===== config.mk =====
export PLATFORM = sky130hd
export DESIGN_NAME = fct_top
export DESIGN_NICKNAME = d
export VERILOG_FILES = /design/src/verilog/fct_top.v /design/src/verilog/fct_channel.v
export VERILOG_INCLUDE_DIRS = /design/src /design/src/verilog
export SDC_FILE = /design/constraint.sdc
export NUM_CORES = 1
export LEC_CHECK = 0
export BUFFER_PORTS_ARGS = -buffer_cell sky130_fd_sc_hd__buf_2
export CORE_MARGIN = 1
export CORE_UTILIZATION = 30
export DETAILED_ROUTE_END_ITERATION = 6
export GPL_TIMING_DRIVEN = 0
export PLACE_DENSITY = 0.45
export SLEW_MARGIN = 20
export SYNTH_ARGS = -nofsm -noshare
export SYNTH_HDL_FRONTEND = slang
export SYNTH_SLANG_ARGS = --single-unit

===== constraint.sdc =====
create_clock -name CLK -period 2.11 [get_ports CLK]
set_clock_uncertainty 0.05 [all_clocks]
set_input_delay 0.211 -clock CLK [delete_from_list [all_inputs] [get_ports CLK]]
set_output_delay 0.211 -clock CLK [all_outputs]
set_load 0.02 [all_outputs]

===== src/verilog/fct_map.vh =====
/*
  Constants for the four-channel counter/timer: control word fields,
  prescaler counts, automatic start delay and reset values.
  Assumes inclusion by bare name from the design files under verilog/.
*/
// Function
// - written word with bit 0 set is a control word; else channel 0 vector
// - control word with bit 2 set makes next write the time constant
// - channel idle until a constant arrives; bit 2 clear only updates settings
// - new constant during counting loads only at the next zero count
// - time constant zero counts as 256
// - two-bit select picks channel 0..3 for reads and writes
// - vector upper five bits stored; bits 2:1 channel; bit 0 zero
// - hardware reset stops counting, clears enables, outputs idle, bus floats
// - bit 1 stops channel, updates control, needs new constant
// - bits 1 and 2 together halt until constant written, then resume
// - bit 7 enables zero-count interrupt; may change any time
// - bit 6 timer or counter; bit 5 prescaler 16 or 256
// - bit 4 picks trigger edge; changing it acts as an active edge
// - automatic timer starts on second clock of next machine cycle
// - triggered timer first decrement one clock after synchronised edge; the code decrements only after a full prescale
// - running timer reloads at zero and continues without gap
// - timer period is clock times prescaler times constant
// - counter mode edge decrements; timer mode edge starts timer
// - selected chip takes writes and returns down-counter on reads
// - channels 0..2 pulse zero-count output high at zero
// - on acknowledge with chain input high, top requester drives vector
`ifndef FCT_MAP_VH
`define FCT_MAP_VH

// ----------------------------------------------------------------
// control word fields
// ----------------------------------------------------------------
`define FCT_CW_CTRL      0
`define FCT_CW_SWRST     1
`define FCT_CW_TCF       2
`define FCT_CW_TRIG      3
`define FCT_CW_SLOPE     4
`define FCT_CW_PRE       5
`define FCT_CW_MODE      6
`define FCT_CW_IE        7
`define FCT_CW_RESET     8'h00

// ----------------------------------------------------------------
// vector and timing
// ----------------------------------------------------------------
`define FCT_VEC_RESET    5'h00
`define FCT_PRE16_LAST   8'h0F
`define FCT_PRE256_LAST  8'hFF
`define FCT_AUTO_DELAY   3'h2

`endif


===== src/verilog/fct_top.v =====
/*
  Four-channel 8-bit counter/timer with byte-wide I/O port and interrupt
  daisy chain. Assumes a host bus synchronous to CLK; data bus is split
  into input, output and output enable.
*/
`include "fct_map.vh"

module fct_top (
  // clock and reset
  input  wire       CLK,
  input  wire       NRST,
  // host bus
  input  wire       CHIP_EN_N,
  input  wire       CHAN_SEL_LO,
  input  wire       CHAN_SEL_HI,
  input  wire       IO_REQUEST_N,
  input  wire       READ_N,
  input  wire       OPCODE_FETCH_N,
  input  wire [7:0] D_IN,
  output reg  [7:0] D_OUT,
  output reg        D_OE,
  // daisy chain
  input  wire       CHAIN_ENABLE_IN,
  output wire       CHAIN_ENABLE_OUT,
  output wire       INT_N,
  output wire       INT_OE,
  // channel pins
  input  wire [3:0] EXT_COUNT_TRIGGER,
  output wire [2:0] ZERO_COUNT_PULSE
);

  // ----------------------------------------------------------------
  // bus decode
  // ----------------------------------------------------------------
  // channel select
  wire [1:0] sel = {CHAN_SEL_HI, CHAN_SEL_LO};
  wire       acc = ~CHIP_EN_N & ~IO_REQUEST_N & OPCODE_FETCH_N;
  wire       inta = ~IO_REQUEST_N & ~OPCODE_FETCH_N;
  reg        acc_q;
  // one write per I/O cycle: take it on the leading cycle only
  wire       wr_stb = acc & READ_N & ~acc_q;
  wire [3:0] tc_pend;
  wire [3:0] ie;
  wire [3:0] zero;
  wire [31:0] counts;
  reg  [4:0] vec_q;
  reg  [3:0] ip_q;
  reg  [3:0] ius_q;
  reg  [1:0] s1_q [0:3];

  always @(posedge CLK)
  begin
    if (!NRST)
      acc_q <= 1'b0;
    else
      acc_q <= acc;
  end

  // ----------------------------------------------------------------
  // channels
  // ----------------------------------------------------------------
  genvar g;
  generate
    for (g = 0; g < 4; g = g + 1)
    begin : g_ch
      localparam [1:0] CH_ID = g;
      wire sel_me = wr_stb & (sel == CH_ID);
      // bit 0 set is control; pending constant takes priority
      wire cw_we  = sel_me & ~tc_pend[g] & D_IN[`FCT_CW_CTRL];
      wire tc_we  = sel_me & tc_pend[g];
      always @(posedge CLK)
      begin
        s1_q[g] <= {s1_q[g][0], EXT_COUNT_TRIGGER[g]};
      end
      fct_channel u_ch (
        .CLK       (CLK),
        .NRST      (NRST),
        .CW_WE     (cw_we),
        .TC_WE     (tc_we),
        .WDATA     (D_IN),
        .TRIG_SYNC (s1_q[g][1]),
        .COUNT     (counts[8*g +: 8]),
        .TC_PEND   (tc_pend[g]),
        .IE        (ie[g]),
        .ZERO      (zero[g])
      );
    end
  endgenerate

  assign ZERO_COUNT_PULSE = zero[2:0];

  // ----------------------------------------------------------------
  // vector and interrupt state
  // ----------------------------------------------------------------
  wire [3:0] pend = ip_q & ~ius_q;
  reg  [1:0] top_ch;
  reg        top_any;
  integer    i;
  always @*
  begin
    top_ch  = 2'h0;
    top_any = 1'b0;
    for (i = 3; i >= 0; i = i - 1)
      if (pend[i])
      begin
        top_ch  = i[1:0];
        top_any = 1'b1;
      end
  end

  reg inta_q;
  always @(posedge CLK)
  begin
    if (!NRST)
    begin
      vec_q  <= `FCT_VEC_RESET;
      ip_q   <= 4'h0;
      ius_q  <= 4'h0;
      inta_q <= 1'b0;
    end
    else
    begin
      inta_q <= inta;
      // vector via channel 0, bit 0 clear
      if (wr_stb && sel == 2'h0 && !tc_pend[0] && !D_IN[`FCT_CW_CTRL])
        vec_q <= D_IN[7:3];
      // zero count raises request when enabled; set beats clear
      ip_q <= (ip_q & ie) | (zero & ie);
      // acknowledge moves top request into service
      if (inta && !inta_q && CHAIN_ENABLE_IN && top_any)
      begin
        ip_q[top_ch]  <= zero[top_ch] & ie[top_ch];
        ius_q[top_ch] <= 1'b1;
      end
      // service ends on any later host write to that channel's select, except a constant write to channel 0
      if (wr_stb && sel != 2'h0)
        ius_q[sel] <= 1'b0;
      else if (wr_stb && sel == 2'h0 && !tc_pend[0])
        ius_q[0] <= 1'b0;
    end
  end

  assign CHAIN_ENABLE_OUT = CHAIN_ENABLE_IN & (ius_q == 4'h0) & (ip_q == 4'h0);
  assign INT_N  = 1'b0;
  assign INT_OE = |pend & CHAIN_ENABLE_IN;

  // ----------------------------------------------------------------
  // read data and vector drive
  // ----------------------------------------------------------------
  always @(posedge CLK)
  begin
    if (!NRST)
    begin
      D_OUT <= 8'h00;
      D_OE  <= 1'b0;
    end
    else if (inta && inta_q && CHAIN_ENABLE_IN && D_OE)
    begin
      // vector stands for the whole acknowledge
      // the winner has already moved into service, so keep the captured byte
      D_OUT <= D_OUT;
      D_OE  <= 1'b1;
    end
    else if (inta && !inta_q && CHAIN_ENABLE_IN && top_any)
    begin
      D_OUT <= {vec_q, top_ch, 1'b0};
      D_OE  <= 1'b1;
    end
    else if (acc && !READ_N)
    begin
      D_OUT <= counts[8*sel +: 8];
      D_OE  <= 1'b1;
    end
    else
    begin
      D_OUT <= 8'h00;
      D_OE  <= 1'b0;
    end
  end

endmodule // fct_top


===== src/verilog/fct_channel.v =====
/*
  One counter/timer channel: control register, time constant, prescaler,
  down-counter and zero-count event. Assumes the top decodes bus writes
  and supplies a synchronised trigger level.
*/
`include "fct_map.vh"

module fct_channel (
  // clock and reset
  input  wire       CLK,
  input  wire       NRST,
  // host writes
  input  wire       CW_WE,
  input  wire       TC_WE,
  input  wire [7:0] WDATA,
  // synchronised trigger level
  input  wire       TRIG_SYNC,
  // status
  output wire [7:0] COUNT,
  output wire       TC_PEND,
  output wire       IE,
  output reg        ZERO
);

  reg  [7:0] ctrl_q;
  reg  [7:0] tc_q;
  reg  [7:0] cnt_q;
  reg  [7:0] pre_q;
  reg        run_q;
  reg        armed_q;
  reg        tcf_q;
  reg        trig_q;
  reg  [2:0] dly_q;

  wire       timer_mode = ctrl_q[`FCT_CW_MODE];
  wire [7:0] pre_last   = ctrl_q[`FCT_CW_PRE] ? `FCT_PRE256_LAST : `FCT_PRE16_LAST;
  // selected edge seen on the synchronised trigger
  wire       lvl_edge   = ctrl_q[`FCT_CW_SLOPE] ? (TRIG_SYNC & ~trig_q)
                                                : (~TRIG_SYNC & trig_q);
  // slope change acts as an edge
  wire       slope_chg  = CW_WE & (WDATA[`FCT_CW_SLOPE] != ctrl_q[`FCT_CW_SLOPE]);
  wire       act_edge   = lvl_edge | slope_chg;
  wire       tick       = timer_mode ? (run_q & (pre_q == pre_last)) : (run_q & act_edge);

  assign COUNT   = cnt_q;
  assign TC_PEND = tcf_q;
  assign IE      = ctrl_q[`FCT_CW_IE];

  // channel state; control write is taken before constant pending check
  always @(posedge CLK)
  begin
    ZERO   <= 1'b0;
    trig_q <= TRIG_SYNC;
    if (!NRST)
    begin
      ctrl_q  <= `FCT_CW_RESET;
      tc_q    <= 8'h00;
      cnt_q   <= 8'h00;
      pre_q   <= 8'h00;
      run_q   <= 1'b0;
      armed_q <= 1'b0;
      tcf_q   <= 1'b0;
      dly_q   <= 3'h0;
    end
    else
    begin
      if (CW_WE)
      begin
        ctrl_q <= WDATA;
        tcf_q  <= WDATA[`FCT_CW_TCF];
        if (WDATA[`FCT_CW_SWRST])
        begin
          run_q   <= 1'b0;
          armed_q <= 1'b0;
          dly_q   <= 3'h0;
        end
      end
      else if (TC_WE)
      begin
        tcf_q <= 1'b0;
        tc_q  <= WDATA;
        // running channel keeps count, reloads later
        if (!run_q && !armed_q)
        begin
          cnt_q <= WDATA;
          pre_q <= 8'h00;
          if (!timer_mode)
            run_q <= 1'b1;
          else if (!ctrl_q[`FCT_CW_TRIG])
            dly_q <= `FCT_AUTO_DELAY;
          else
            armed_q <= 1'b1;
        end
      end
      // automatic start countdown
      if (dly_q != 3'h0 && !(CW_WE && WDATA[`FCT_CW_SWRST]))
      begin
        dly_q <= dly_q - 3'h1;
        if (dly_q == 3'h1)
          run_q <= 1'b1;
      end
      if (armed_q && act_edge && !(CW_WE && WDATA[`FCT_CW_SWRST]))
      begin
        armed_q <= 1'b0;
        run_q   <= 1'b1;
      end
      // prescaler divides by 16 or 256
      if (run_q && timer_mode)
        pre_q <= (pre_q == pre_last) ? 8'h00 : pre_q + 8'h01;
      if (tick && !(CW_WE && WDATA[`FCT_CW_SWRST]))
      begin
        // zero constant gives 256 via wrap
        if (cnt_q == 8'h01)
        begin
          cnt_q <= tc_q;
          ZERO  <= 1'b1;
        end
        else
          cnt_q <= cnt_q - 8'h01;
      end
    end
  end

endmodule // fct_channel


### Word level (Yosys, flattened, before mapping)

Memories as Yosys holds them, arrays and structs flattened.
Index checks and enable logic that the tools add are counted.

| operators by class | value |
|---|---|
| bitwise logic cells | 78 |
| reduce and logical (&&, ||, !) cells | 138 |
| muxes and demuxes | 170 |
| shift operators | 1 |
| $add $sub $neg | 12 |
| equality and inequality tests | 39 |
| order comparisons | 4 |

Operators with widths:

| cell | number |
|---|---|
| $mux 8 | 46 |
| $mux 1 | 86 |
| $mux 3 | 26 |
| $reduce_bool 2->1 | 33 |
| $reduce_bool 3->1 | 16 |
| $and 1x1->1 | 45 |
| $logic_and 1x1->1 | 41 |
| $reduce_and 5->1 | 8 |
| $add 8x1->8 const B | 4 |
| $eq 8x1->1 const B | 4 |
| $eq 8x8->1 | 4 |
| $shiftx 32x6->8 | 1 |
| $sub 8x1->8 const B | 4 |
| $ne 2x2->1 const B | 12 |
| $reduce_and 3->1 | 8 |
| $not 1->1 | 21 |
| $and 4x4->4 | 4 |
| $logic_not 1->1 | 16 |
| $reduce_and 2->1 | 8 |
| $eq 3x1->1 const B | 4 |
| $mux 4 | 3 |
| $ne 3x2->1 const B | 4 |
| $ne 3x3->1 const B | 4 |
| $sub 3x1->3 const B | 4 |
| 16 further kinds | 36 |

| word-level totals | value |
|---|---|
| register bits after elaboration | 184 |
| word-level logic and storage cells | 490 |
| memories | 1 |
| output and inout port bits | 15 |
| RAM bits | 8 |

Memories:

| memory | words | width | read ports | clocked after Yosys merged registers in | wr ports | line | text |
|---|---|---|---|---|---|---|---|
| s1_q | 4 | 2 | 4 | 0 | 4 | fct_top.v:49 | `reg [1:0] s1_q [0:3];` |

### Depth between registers and ports, before layout

Gate-level depths: netlist of the first run.

| depth | value |
|---|---|
| depth in word-level cells | 15 |
| mapped depth | 9 |

### Modules after synthesis

From an unflattened synthesis of the first run, not the netlist that was laid out.

| second synthesis, totals | value |
|---|---|
| cell total of the unflattened synthesis | 1119 |
| area total of the unflattened synthesis | 9364.0 um^2 |

Modules (own cells, without submodules):

| module | seq. area each (um^2) | instances | cells an instance | area each (um^2) |
|---|---|---|---|---|
| fct_channel | 740.7 | 4 | 238 | 1929.4 |
| fct_top | 640.6 | 1 | 167 | 1646.6 |

### Least setup slack after synthesis of the first run

No wires, ideal clock.

| timing | value |
|---|---|
| kind | register -> register |
| from | register g_ch[0].u_ch.tcf_q |
| to | register g_ch[0].u_ch.cnt_q[0] |
| stages on the path, launching flop included | 8 |
| data required time | 1.973 ns |
| setup time | 0.087 ns |
| data arrival time | 1.917 ns |
| setup slack | 0.056 ns |
| period minus slack after synthesis | 2.054 ns |
| path through | dfxtp_1 > nor3_1 > a41oi_1 > a221o_1 > a21oi_1 > buf_2 > o2111ai_1 > o31ai_1 |

| between the ends | value |
|---|---|
| longest elaborated chain between the ends | 10 |
| elaborated cells on any way between the ends | 16 |
| classes of those cells | 1 x eq/ne; 2 x mux; 7 x bitwise; 6 x reduce/logical |

RTL lines:

| element | line | text |
|---|---|---|
| start: declaration | fct_channel.v:31 | `reg tcf_q;` |
| start signal: assignment | fct_channel.v:70 | `` tcf_q <= WDATA[`FCT_CW_TCF]; `` |
| $not 1->1 | fct_top.v:69 | `` wire cw_we = sel_me & ~tc_pend[g] & D_IN[`FCT_CW_CTRL]; `` |
| $and 1x1->1 (2 in a row) | fct_top.v:69 |  |
| $and 1x1->1 | fct_channel.v:41 | `` wire slope_chg = CW_WE & (WDATA[`FCT_CW_SLOPE] != ctrl_q[`FCT_CW_SLOPE]); `` |
| $or 1x1->1 | fct_channel.v:42 | `wire act_edge = lvl_edge \| slope_chg;` |
| $and 1x1->1 | fct_channel.v:43 | `wire tick = timer_mode ? (run_q & (pre_q == pre_last)) : (run_q & act_edge);` |
| $mux 1 | fct_channel.v:43 |  |
| $logic_and 1x1->1 | fct_channel.v:110 | `` if (tick && !(CW_WE && WDATA[`FCT_CW_SWRST])) `` |
| $ne 2x2->1 (no source line) or $reduce_bool 2->1 (tied branches) | - |  |
| $reduce_and 3->1 (no source line) | - |  |
| end signal: assignment | fct_channel.v:115 | `cnt_q <= tc_q;` |
| end signal: assignment | fct_channel.v:119 | `cnt_q <= cnt_q - 8'h01;` |
| end: declaration | fct_channel.v:27 | `reg [7:0] cnt_q;` |

Several ways; a longest one is shown, not always the timed one.
A chain may end at the register's enable or synchronous reset.

### Worst setup path after layout of the first run

| timing | value |
|---|---|
| from | register g_ch[3].u_ch.ctrl_q[5] |
| to | register g_ch[3].u_ch.cnt_q[5] |

| between the ends | value |
|---|---|
| longest elaborated chain between the ends | 7 |
| elaborated cells on any way between the ends | 10 |
| classes of those cells | 2 x eq/ne; 3 x mux; 1 x bitwise; 4 x reduce/logical |

RTL lines:

| element | line | text |
|---|---|---|
| start: declaration | fct_channel.v:25 | `reg [7:0] ctrl_q;` |
| start signal: assignment | fct_channel.v:56 | `` ctrl_q <= `FCT_CW_RESET; `` |
| $mux 8 (no source line) * | - |  |
| $eq 8x8->1 * | fct_channel.v:43 |  |
| $and 1x1->1 * | fct_channel.v:43 |  |
| $mux 1 * | fct_channel.v:43 |  |
| $logic_and 1x1->1 * | fct_channel.v:110 |  |
| $ne 2x2->1 (no source line) or $reduce_bool 2->1 (tied branches) | - |  |
| $reduce_and 3->1 (no source line) | - |  |
| end signal: assignment | fct_channel.v:115 |  |
| end signal: assignment | fct_channel.v:119 |  |
| end: declaration | fct_channel.v:27 |  |

Mark *: on every way between the ends. The rest lies on a longest branch, timed or not.

==> results.md, run 1 <==
- R2R Path End: g_ch[3].u_ch.COUNT[5]$_SDFFE_PN0P_
- Cell Pwr Density: 791.5 mW/mm^2
- CTS tree: built
- DP Wirelength: 21490 um
- Worst setup path start: g_ch[3].u_ch.ctrl_q[5]$_SDFFE_PN0P_
- Yosys cell types: 70
- Worst reg2reg path depth: 7
- Fill cell count: 3171
- Gr usage total: 0.1983
- Crit Path Max Fanout: 8
- Tightest Pin Transition: 1.004 ns
- Final Hold Viols: 0
- Core box area: 0.02980 sq mm
- H-tree Lvls: 4
- Vias after detailed routing: 8378
- Initial antenna violation count: 1
- Startpoint class of the critical path: flip-flop
- Antenna viol nets, final: 0
- Hold EP: g_ch[1].u_ch.COUNT[5]$_SDFFE_PN0P_
- Clk buf depth: 2
- Final count of pins violating max slew: 0
- I/O Pins: 36
- Max-Cap Viols: 0
- Final total power: 8714 uW
- Initial core utilization: 0.3066
- Yosys warns: 0
- Layout area overhead: 20.52%
- Commonest non-fill, non-tap cells in the layout: dfxtp_1, nor2_1, a21oi_1
- Number of cell rows: 63
- Setup Viol. Count Final: 0
- Buffers on Ports: 30
- Skew-Pair Late Insertion Delay: 0.45 ns
- Routed WL per cell: 19.11 um
- Final nets: 1239
- Fin crit share: 0.9779
- Number of global-route vias before repair: 8004
- Worst hold slack: 0.1058 ns
- Unrepaired setup endpoints after global routing: true
- Largest net degree at the start of global routing: 18
- Reg2reg setup slack: 0.05 ns
- Slowest cell delay on critical path: 0.50 ns
- Hold path depth: 3
- Fin util: 0.3695
- CP max stage cell: or4_1
- Post-synthesis cell area: 0.009135 sq mm
- Synth Register Bits: 180
- WP data required: 2.39 ns
- Status: finished clean
- Final Critical Period: 2.063 ns
- DRT Pass-1 Iters: 5
- Async set or reset register ratio after synthesis: 0
- Worst slew margin: 0.3305
- Share of cells above drive strength 1: 0.1533
- Syn_nets: 1156
- R2R Path Start: g_ch[3].u_ch.ctrl_q[5]$_SDFFE_PN0P_
- Clock sinks: 180
- Sequential area share after synthesis: 0.3945
- Root buf cell: clkbuf_16
- Fmax: 484.7 MHz
- Die area: 0.03115 sq mm
- Most common cell after layout, fill and taps aside: dfxtp_1
- Num CTS Buffers: 17
- Design area: 0.01101 sq mm
- Die span in x: 176.5 um
- Placed cell areas: 0.009773 sq mm
- CP Cell Sequence: or4_1, o22a_1, nor3_2, o211a_4, buf_8, o211ai_1, o211a_1
- GRT overflow: 0
- Hold Startpoint: D_IN[5]
- DRC: 0
- RePlAce Congestion: 0.8737
- Die Span Y: 176.5 um
- WS Path Type: flip-flop to flip-flop
- Static Leak: 0.004227 uW
- Critical Path AT: 2.35 ns
- Post-synth EDFFs: 0
- CP endpoint kind: flip-flop
- Synthesized instance count: 1111
- HP Class: input pin to flip-flop
- Reg clk slew, reported paths: 0.07 ns
- Top_reg_cell synth: dfxtp_1
- Worst vdd ir: 592.6 uV
- Iter 0 DRT Violations: 602
- Post-Route WL: 30540 um
- Synthesized area per cell: 8.222 sq um
- Global-route wire length before repair: 46920 um
- Vias per cell: 5.243
## worst max-delay path, delay by kind of cell, from the launching register on
| family | cells | cell delay (ns) |
|---|---|---|
| buffers and inverters | 1 | 0.14 |
| flip-flops | 1 | 0.33 |
| AO/OA/AOI/OAI | 4 | 0.70 |
| AND/OR/NAND/NOR | 2 | 0.72 |
## worst max path at each step
stage                     slack [ns]                                 end  cells after the start
final                           0.05  g_ch[3].u_ch.COUNT[5]$_SDFFE_PN0P_                      7
after global routing           -0.06  g_ch[3].u_ch.COUNT[5]$_SDFFE_PN0P_                      7
after CTS                      -0.02  g_ch[2].u_ch.COUNT[5]$_SDFFE_PN0P_                      7
after detailed placement       -0.90  g_ch[0].u_ch.COUNT[0]$_SDFFE_PN0P_                      8
after global placement         -0.91  g_ch[0].u_ch.COUNT[0]$_SDFFE_PN0P_                      8
after floorplan                 0.06  g_ch[0].u_ch.COUNT[0]$_SDFFE_PN0P_                      7
## sequential cells by signal, indices dropped and copies added (netlist names), 5 cells and up
name and cells:
s1_q 8, vec_q 5, g_ch.u_ch.tc_q 32, g_ch.u_ch.dly_q 12
g_ch.u_ch.ctrl_q 20, g_ch.u_ch.pre_q 32, g_ch.u_ch.COUNT 32, D_OUT 8
## repair_timing
action                                 4_1_cts  5_1_grt
setup buffers                               19       16
pin swaps                                   10       25
endpoints found under the hold margin        5        0
setup endpoints to repair                   75       79
gates resized for setup                     49       52
gates cloned                                 1        0
hold buffers                                 6        0
## cells in the mapped netlist, types with 6 or more instances
master | instances | area share
nor4_1 | 10 | 0.0068
a21oi_1 | 113 | 0.062
o21ai_0 | 38 | 0.021
nand2_1 | 90 | 0.037
nor2_1 | 167 | 0.069
mux2i_1 | 43 | 0.047
nor2b_1 | 17 | 0.012
nor3_1 | 21 | 0.012
xor2_1 | 8 | 0.0077
nand3_1 | 52 | 0.028
nand4_1 | 7 | 0.0048
ha_1 | 24 | 0.033
o31ai_1 | 12 | 0.0099
o211ai_1 | 7 | 0.0058
clkbuf_1 | 43 | 0.018
inv_1 | 35 | 0.014
or4_1 | 8 | 0.0066
nor3b_1 | 6 | 0.0049
a22oi_1 | 13 | 0.011
or3_1 | 12 | 0.0082
a211oi_1 | 31 | 0.025
xnor2_1 | 12 | 0.012
mux4_2 | 8 | 0.020
and3_1 | 12 | 0.0082
o2111ai_1 | 6 | 0.0058
nand2b_1 | 20 | 0.014
nand3b_1 | 12 | 0.0099
dfxtp_1 | 180 | 0.39
buf_2 | 7 | 0.0038
## power breakdown
part	internal (uW)	switching, uW
clock network	1580	1540
registers	3590	215
logic	770	1020
total	5940	2780
## per-stage QoR
stage | TNS [ns] | instances | setup WS [ns]
final | 0 | 1598 | 0.04671
after global routing | -0.2485 | 1597 | -0.06174
after CTS | -0.03066 | 1586 | -0.01937
after detailed placement | -53.73 | 1531 | -0.8981
after global placement | -54.74 | 1531 | -0.9058
after floorplan | 0 | 1111 | 0.05626
## kinds of logic (layout without fill, tap and decap cells)
kind of cell | Yosys count | count (layout) | synth area share
muxes | 54 | 54 | 0.07054
AOI/OAI and AO/OA | 278 | 278 | 0.1957
DFF | 180 | 180 | 0.3945
other | 1 | 2 | 0.0004105
buffers and inverters | 96 | 192 | 0.04369
adders and majority gates | 24 | 24 | 0.03287
xor gates and xnor gates | 20 | 20 | 0.01918
and+or+nand+nor | 458 | 458 | 0.2431
## area by class of cell
| type | count | area (sq um) | share of cell area |
|---|---|---|---|
| Antenna cell | 1 | 2.502 | 0.0002273 |
| Buffer | 56 | 294.0 | 0.02671 |
| Clock buffer | 18 | 439.2 | 0.03989 |
| Clock inverter | 14 | 115.1 | 0.01046 |
| Inverter | 36 | 135.1 | 0.01227 |
| Multi-Input combinational cell | 835 | 5451 | 0.4952 |
| Sequential cell | 180 | 3611 | 0.3280 |
| Tap cell | 390 | 488.0 | 0.04432 |
| Timing Repair Buffer | 68 | 473.0 | 0.04296 |
## per-layer routing
| metal | global-route usage | vias to the layer above | wire length, um |
|---|---|---|---|
| met5 | 0 | - | 0 |
| met4 | 0.05424 | 0 | 381 |
| met3 | 0.03122 | 25 | 1001 |
| met2 | 0.3299 | 136 | 14510 |
| met1 | 0.2643 | 4050 | 14650 |
| li1 | - | 4167 | - |
Power figures use the tool's default switching activity.
==> inputs of run 2 (changes only) <==
Settings changed: CELL_PAD_IN_SITES_DETAIL_PLACEMENT set to 0, CELL_PAD_IN_SITES_GLOBAL_PLACEMENT set to 1, PLACE_DENSITY 0.45 to 0.56.
==> run 2 against run 1 <==
Effect of this change: core utilization grew 0.16 points; routed wire length increased by 4.6%; worst hold slack improved by 0.0039 ns; register-to-register slack worse by 0.04 ns; largest power group unchanged; sequential power barely moved; cell count is 0.44% lower; critical path depth is the same.
==> results.md, run 2 (synthesis results as in run 1) <==
- Routed WL per cell: 20.08 um
- Worst hold slack: 0.1097 ns
- DRT Pass-1 Iters: 5
- Vias per cell: 5.304
- Final setup TNS: 0 ns
- Design area: 0.01106 sq mm
- CP endpoint kind: flip-flop
- Slowest cell delay on critical path: 0.51 ns
- Post-Route WL: 31950 um
- Gr usage total: 0.2112
- Ant. Diodes: 0
- Final count of pins violating max slew: 0
- Setup Viol. Count Final: 0
- Worst vdd ir: 553.8 uV
- Layout area overhead: 21.04%
- Final Hold Viols: 0
- Die span in x: 176.5 um
- CP Cell Sequence: or4_1, o22a_1, nor3_2, o211a_4, buf_4, nand3b_1, a31oi_1
- Max-Cap Viols: 0
- Root buf cell: clkbuf_16
- Unrepaired setup endpoints after global routing: true
- Antenna viol nets, final: 0
- Clk buf depth: 2
- R2R Path Start: g_ch[3].u_ch.ctrl_q[5]$_SDFFE_PN0P_
- RePlAce Congestion: 0.8460
- Number of global-route vias before repair: 8239
- Static Leak: 0.004226 uW
- Share of cells above drive strength 1: 0.1499
- Skew-Pair Late Insertion Delay: 0.44 ns
- Tightest Pin Transition: 1.027 ns
- Final Critical Period: 2.099 ns
- CP max stage cell: or4_1
- Buffers on Ports: 30
- Critical Path AT: 2.33 ns
- WS Path Type: flip-flop to flip-flop
- Startpoint class of the critical path: flip-flop
- Num CTS Buffers: 17
- Die area: 0.03115 sq mm
- Fin crit share: 0.9948
- Global-route wire length before repair: 49370 um
- Clock sinks: 180
- Hold path depth: 4
- Status: finished clean
- Cell Pwr Density: 812.8 mW/mm^2
- Reg2reg setup slack: 0.01 ns
- HP Class: input pin to flip-flop
- Worst slew margin: 0.3150
- Fmax: 476.4 MHz
- Initial antenna violation count: 0
- Hold EP: g_ch[3].u_ch.COUNT[5]$_SDFFE_PN0P_
- Core box area: 0.02980 sq mm
- Iter 0 DRT Violations: 548
- Placed cell areas: 0.009773 sq mm
- Fin util: 0.3711
- H-tree Lvls: 4
- R2R Path End: g_ch[3].u_ch.COUNT[6]$_SDFFE_PN0P_
- Crit Path Max Fanout: 5
- Commonest non-fill, non-tap cells in the layout: dfxtp_1, nor2_1, a21oi_1
- Initial core utilization: 0.3066
- Most common cell after layout, fill and taps aside: dfxtp_1
- Final nets: 1234
- WP data required: 2.34 ns
- Vias after detailed routing: 8438
- CTS tree: built
- Hold Startpoint: D_IN[5]
- GRT overflow: 0
- Number of cell rows: 63
- DP Wirelength: 22470 um
- Worst reg2reg path depth: 7
- I/O Pins: 36
- Largest net degree at the start of global routing: 17
- Final total power: 8987 uW
- Die Span Y: 176.5 um
- Reg clk slew, reported paths: 0.07 ns
- DRC: 0
[run 2: cell count changes in the layout (fill, tap and decap cells not counted), moves of 2 or more]
cell | before | now
clkbuf_4 | 3 | 1
inv_6 | 8 | 2
buf_6 | 11 | 7
a211oi_1 | 30 | 27
buf_4 | 30 | 26
bufinv_16 | 0 | 3
a211oi_2 | 1 | 4
buf_12 | 0 | 2
clkinv_2 | 2 | 4
[run 2: worst max-delay path by stage]
stage / startpoint / end / slack, ns / cells past startpoint
after global placement: D_IN[4] / g_ch[0].u_ch.COUNT[0]$_SDFFE_PN0P_ / -0.97 / 8
after global routing: g_ch[3].u_ch.ctrl_q[5]$_SDFFE_PN0P_ / g_ch[3].u_ch.COUNT[7]$_SDFFE_PN0P_ / -0.07 / 7
final: g_ch[3].u_ch.ctrl_q[5]$_SDFFE_PN0P_ / g_ch[3].u_ch.COUNT[6]$_SDFFE_PN0P_ / 0.01 / 7
after detailed placement: D_IN[4] / g_ch[0].u_ch.COUNT[0]$_SDFFE_PN0P_ / -0.90 / 8
after CTS: g_ch[0].u_ch.COUNT[2]$_SDFFE_PN0P_ / g_ch[0].u_ch.COUNT[1]$_SDFFE_PN0P_ / 0.008 / 6
after floorplan: g_ch[0].u_ch.TC_PEND$_SDFFE_PN0P_ / g_ch[0].u_ch.COUNT[0]$_SDFFE_PN0P_ / 0.06 / 7
[run 2: layer usage]
layer  share of wire  wire length [um]  global-route usage  up-vias
met1            0.48             15330              0.2848     4056
met5               0                 0                   0        -
met4           0.023               719             0.05891        0
li1                -                 -                   -     4150
met2            0.46             14570              0.3438      199
met3           0.042              1329             0.03704       33
[run 2: report_power, final]
part / internal, uW / switching, uW / leakage, uW
combinational: 766 / 1030 / 0.00247
sequential: 3590 / 220 / 0.00146
clock: 1930 / 1460 / 0.000299
total: 6280 / 2700 / 0.00423
[run 2: stage by stage]
step,setup WS (ns),instances
CTS,0.008241,1579
global route,-0.06511,1591
finish,0.01101,1591
detailed placement,-0.9010,1531
floorplan,0.05626,1111
global placement,-0.9685,1531
[run 2: critical path: cells and delay by family (launching register included)]
| family | cells | cell delay, ns |
|---|---|---|
| AO/OA/AOI/OAI | 3 | 0.58 |
| buffers and inverters | 1 | 0.15 |
| flip-flops | 1 | 0.32 |
| AND/OR/NAND/NOR | 3 | 0.83 |
[run 2: area by class of cell]
type	count	area (sq um)
buffer	57	295.3
timing repair buffer	62	456.7
clock inverter	12	152.6
tap	390	488.0
sequential	180	3610
clock buffer	19	452.9
multi-input combinational	835	5466
inverter	36	135.1
fill	3136	18740
[run 2: timing repair]
item | CTS | global route
hold endpoints to repair | 5 | 0
hold buffers | 6 | 0
cloned | 0 | 2
setup buffers | 13 | 11
endpoints found under the setup margin | 83 | 67
resized for setup | 52 | 48
pin swaps | 8 | 26
==> inputs of run 3 (changes only) <==
==> constraint.sdc (replaced) <==
create_clock -name CLK -period 2.11 [get_ports CLK]
set_clock_uncertainty 0.05 [all_clocks]
set_input_delay 0.422 -clock CLK [delete_from_list [all_inputs] [get_ports CLK]]
set_output_delay 0.422 -clock CLK [all_outputs]
set_load 0.02 [all_outputs]
==> run 3 against run 2 <==
Effect of this change: combinational power fell by 2%; clock power down 6%; first-iteration DRC count down 18%; sequential power about the same; non-clock buffer count is 4 lower.
==> results.md, run 3 (synthesis results as in run 1) <==
- Cell Pwr Density: 792.0 mW/mm^2
- Slowest cell delay on critical path: 0.37 ns
- Global-route wire length before repair: 48560 um
- Crit Path Max Fanout: 9
- Die area: 0.03115 sq mm
- Final Hold Viols: 0
- Startpoint class of the critical path: input pin
- Clk buf depth: 2
- Worst reg2reg path depth: 7
- Largest net degree at the start of global routing: 17
- Final Critical Period: 2.082 ns
- RePlAce Congestion: 0.8721
- Max-Cap Viols: 0
- Crit path max-delay family: compound AO/OA/AOI/OAI gates
- Post-Route WL: 31100 um
- Clock sinks: 180
- I/O Pins: 36
- Combinational share of power: 0.201
- Skew-Pair Late Insertion Delay: 0.45 ns
- Initial antenna violation count: 0
- WS Path Type: input pin to flip-flop
- Root buf cell: clkbuf_16
- Iter 0 DRT Violations: 450
- WP data required: 2.40 ns
- Most common cell after layout, fill and taps aside: dfxtp_1
- Fin crit share: 0.9867
- Ant. Diodes: 0
- GRT overflow: 0
- Status: finished clean
- CP Cell Sequence: buf_2, or3b_1, buf_4, nor4_4, o221a_2, o211a_4, buf_8, o211ai_1, o211a_1
- DRT Pass-1 Iters: 5
- Final nets: 1230
- Flop pwr share: 0.435
- Final setup TNS: 0 ns
- Layout area overhead: 20.96%
- Reg clk slew, reported paths: 0.07 ns
- Unrepaired setup endpoints after global routing: true
- Final count of pins violating max slew: 0
- Hold path depth: 1
- Core box area: 0.02980 sq mm
- Buf+Inv Stages, Crit Path: 3
- Clock power frac: 0.365
- Num CTS Buffers: 17
- Fin util: 0.3708
- Worst slew margin: 0.2764
- Buffers on Ports: 30
- Antenna viol nets, final: 0
- Fill cell count: 3097
- CP max stage cell: or3b_1
- Static Leak: 0.004200 uW
- CTS tree: built
- Int Pwr: 6061 uW
- Setup Viol. Count Final: 0
- Stages on worst setup path: 9
- Die Span Y: 176.5 um
- DP Wirelength: 21960 um
- Initial core utilization: 0.3066
- Tightest Pin Transition: 1.085 ns
- Number of cell rows: 63
- Vias per cell: 5.217
- DRC: 0
- Critical Path AT: 2.37 ns
- Routed WL per cell: 19.59 um
- Share of cells above drive strength 1: 0.1562
- Vias after detailed routing: 8279
- Fmax: 480.3 MHz
- Gr usage total: 0.2067
- Psw: 2690 uW
- HP Class: input pin to flip-flop
- Worst vdd ir: 623.4 uV
- H-tree Lvls: 4
- CP endpoint kind: flip-flop
- Die span in x: 176.5 um
- Commonest non-fill, non-tap cells in the layout: dfxtp_1, nor2_1, a21oi_1
- Sw Share: 0.3074
- Design area: 0.01105 sq mm
- Placed cell areas: 0.009842 sq mm
- Number of global-route vias before repair: 8044
[run 3: layer usage]
metal,routed length [um],GRT usage
met2,14340,0.3345
met5,0,0
met4,347,0.05065
met1,15390,0.2854
met3,1018,0.03252
[run 3: timing repair]
item | CTS | global route
hold buffers | 1 | 0
gates resized for setup | 51 | 51
pin swaps | 15 | 20
endpoints found under the hold margin | 1 | 0
gates cloned | 1 | 1
buffers inserted | 17 | 9
endpoints found under the setup margin | 81 | 96
[run 3: final timing paths]
| kind | from | end | slack [ns] |
|---|---|---|---|
| hold / removal | EXT_COUNT_TRIGGER[2] | s1_q[2][0]$_DFF_P_ | 0.02 |
| hold reg to reg | s1_q[3][0]$_DFF_P_ | s1_q[3][1]$_DFF_P_ | 0.28 |
| setup / recovery | IO_REQUEST_N | g_ch[3].u_ch.COUNT[5]$_SDFFE_PN0P_ | 0.03 |
| setup reg to reg | g_ch[3].u_ch.pre_q[7]$_SDFFE_PN0P_ | g_ch[3].u_ch.COUNT[5]$_SDFFE_PN0P_ | 0.05 |
[run 3: stage by stage]
step / setup slack [ns] / hold WS (ns) / total power [uW] / cells
floorplan: -0.03893 / 0.2596 / 5070 / 1111
global placement: -0.8992 / 0.2614 / 5501 / 1531
detailed placement: -0.8561 / 0.2635 / 5503 / 1531
CTS: 0.0008209 / 0.005787 / 8782 / 1580
global route: -0.04952 / 0.004893 / 9206 / 1587
finish: 0.02816 / 0.02336 / 8751 / 1587
[run 3: final cells by class]
cell class	instances	area (sq um)	area share
plain buffers	56	310.3	0.02808
clock buffers	20	466.7	0.04224
clock inverters	11	105.1	0.009512
inverters	36	136.4	0.01234
multi-input cells	835	5497	0.4975
flip-flops and latches	180	3613	0.3270
well taps	390	488.0	0.04416
repair buffers	59	432.9	0.03918
[run 3: power groups by stage]
stage	Clock [uW]	Combinational [uW]	Sequential [uW]
final	3190	1750	3800
after global routing	3400	1980	3830
after CTS	3290	1700	3790
after detailed placement	0	1640	3870
after global placement	0	1630	3870
after floorplan	0	1270	3800
[run 3: worst register-to-register path, stage by stage, from the launching register on]
cell and delay [ns]:
dfxtp_2 0.33, or4_1 0.51, o22a_1 0.24, nor3_2 0.20, o211a_4 0.27, buf_8 0.14, o211ai_1 0.09, o211a_1 0.13
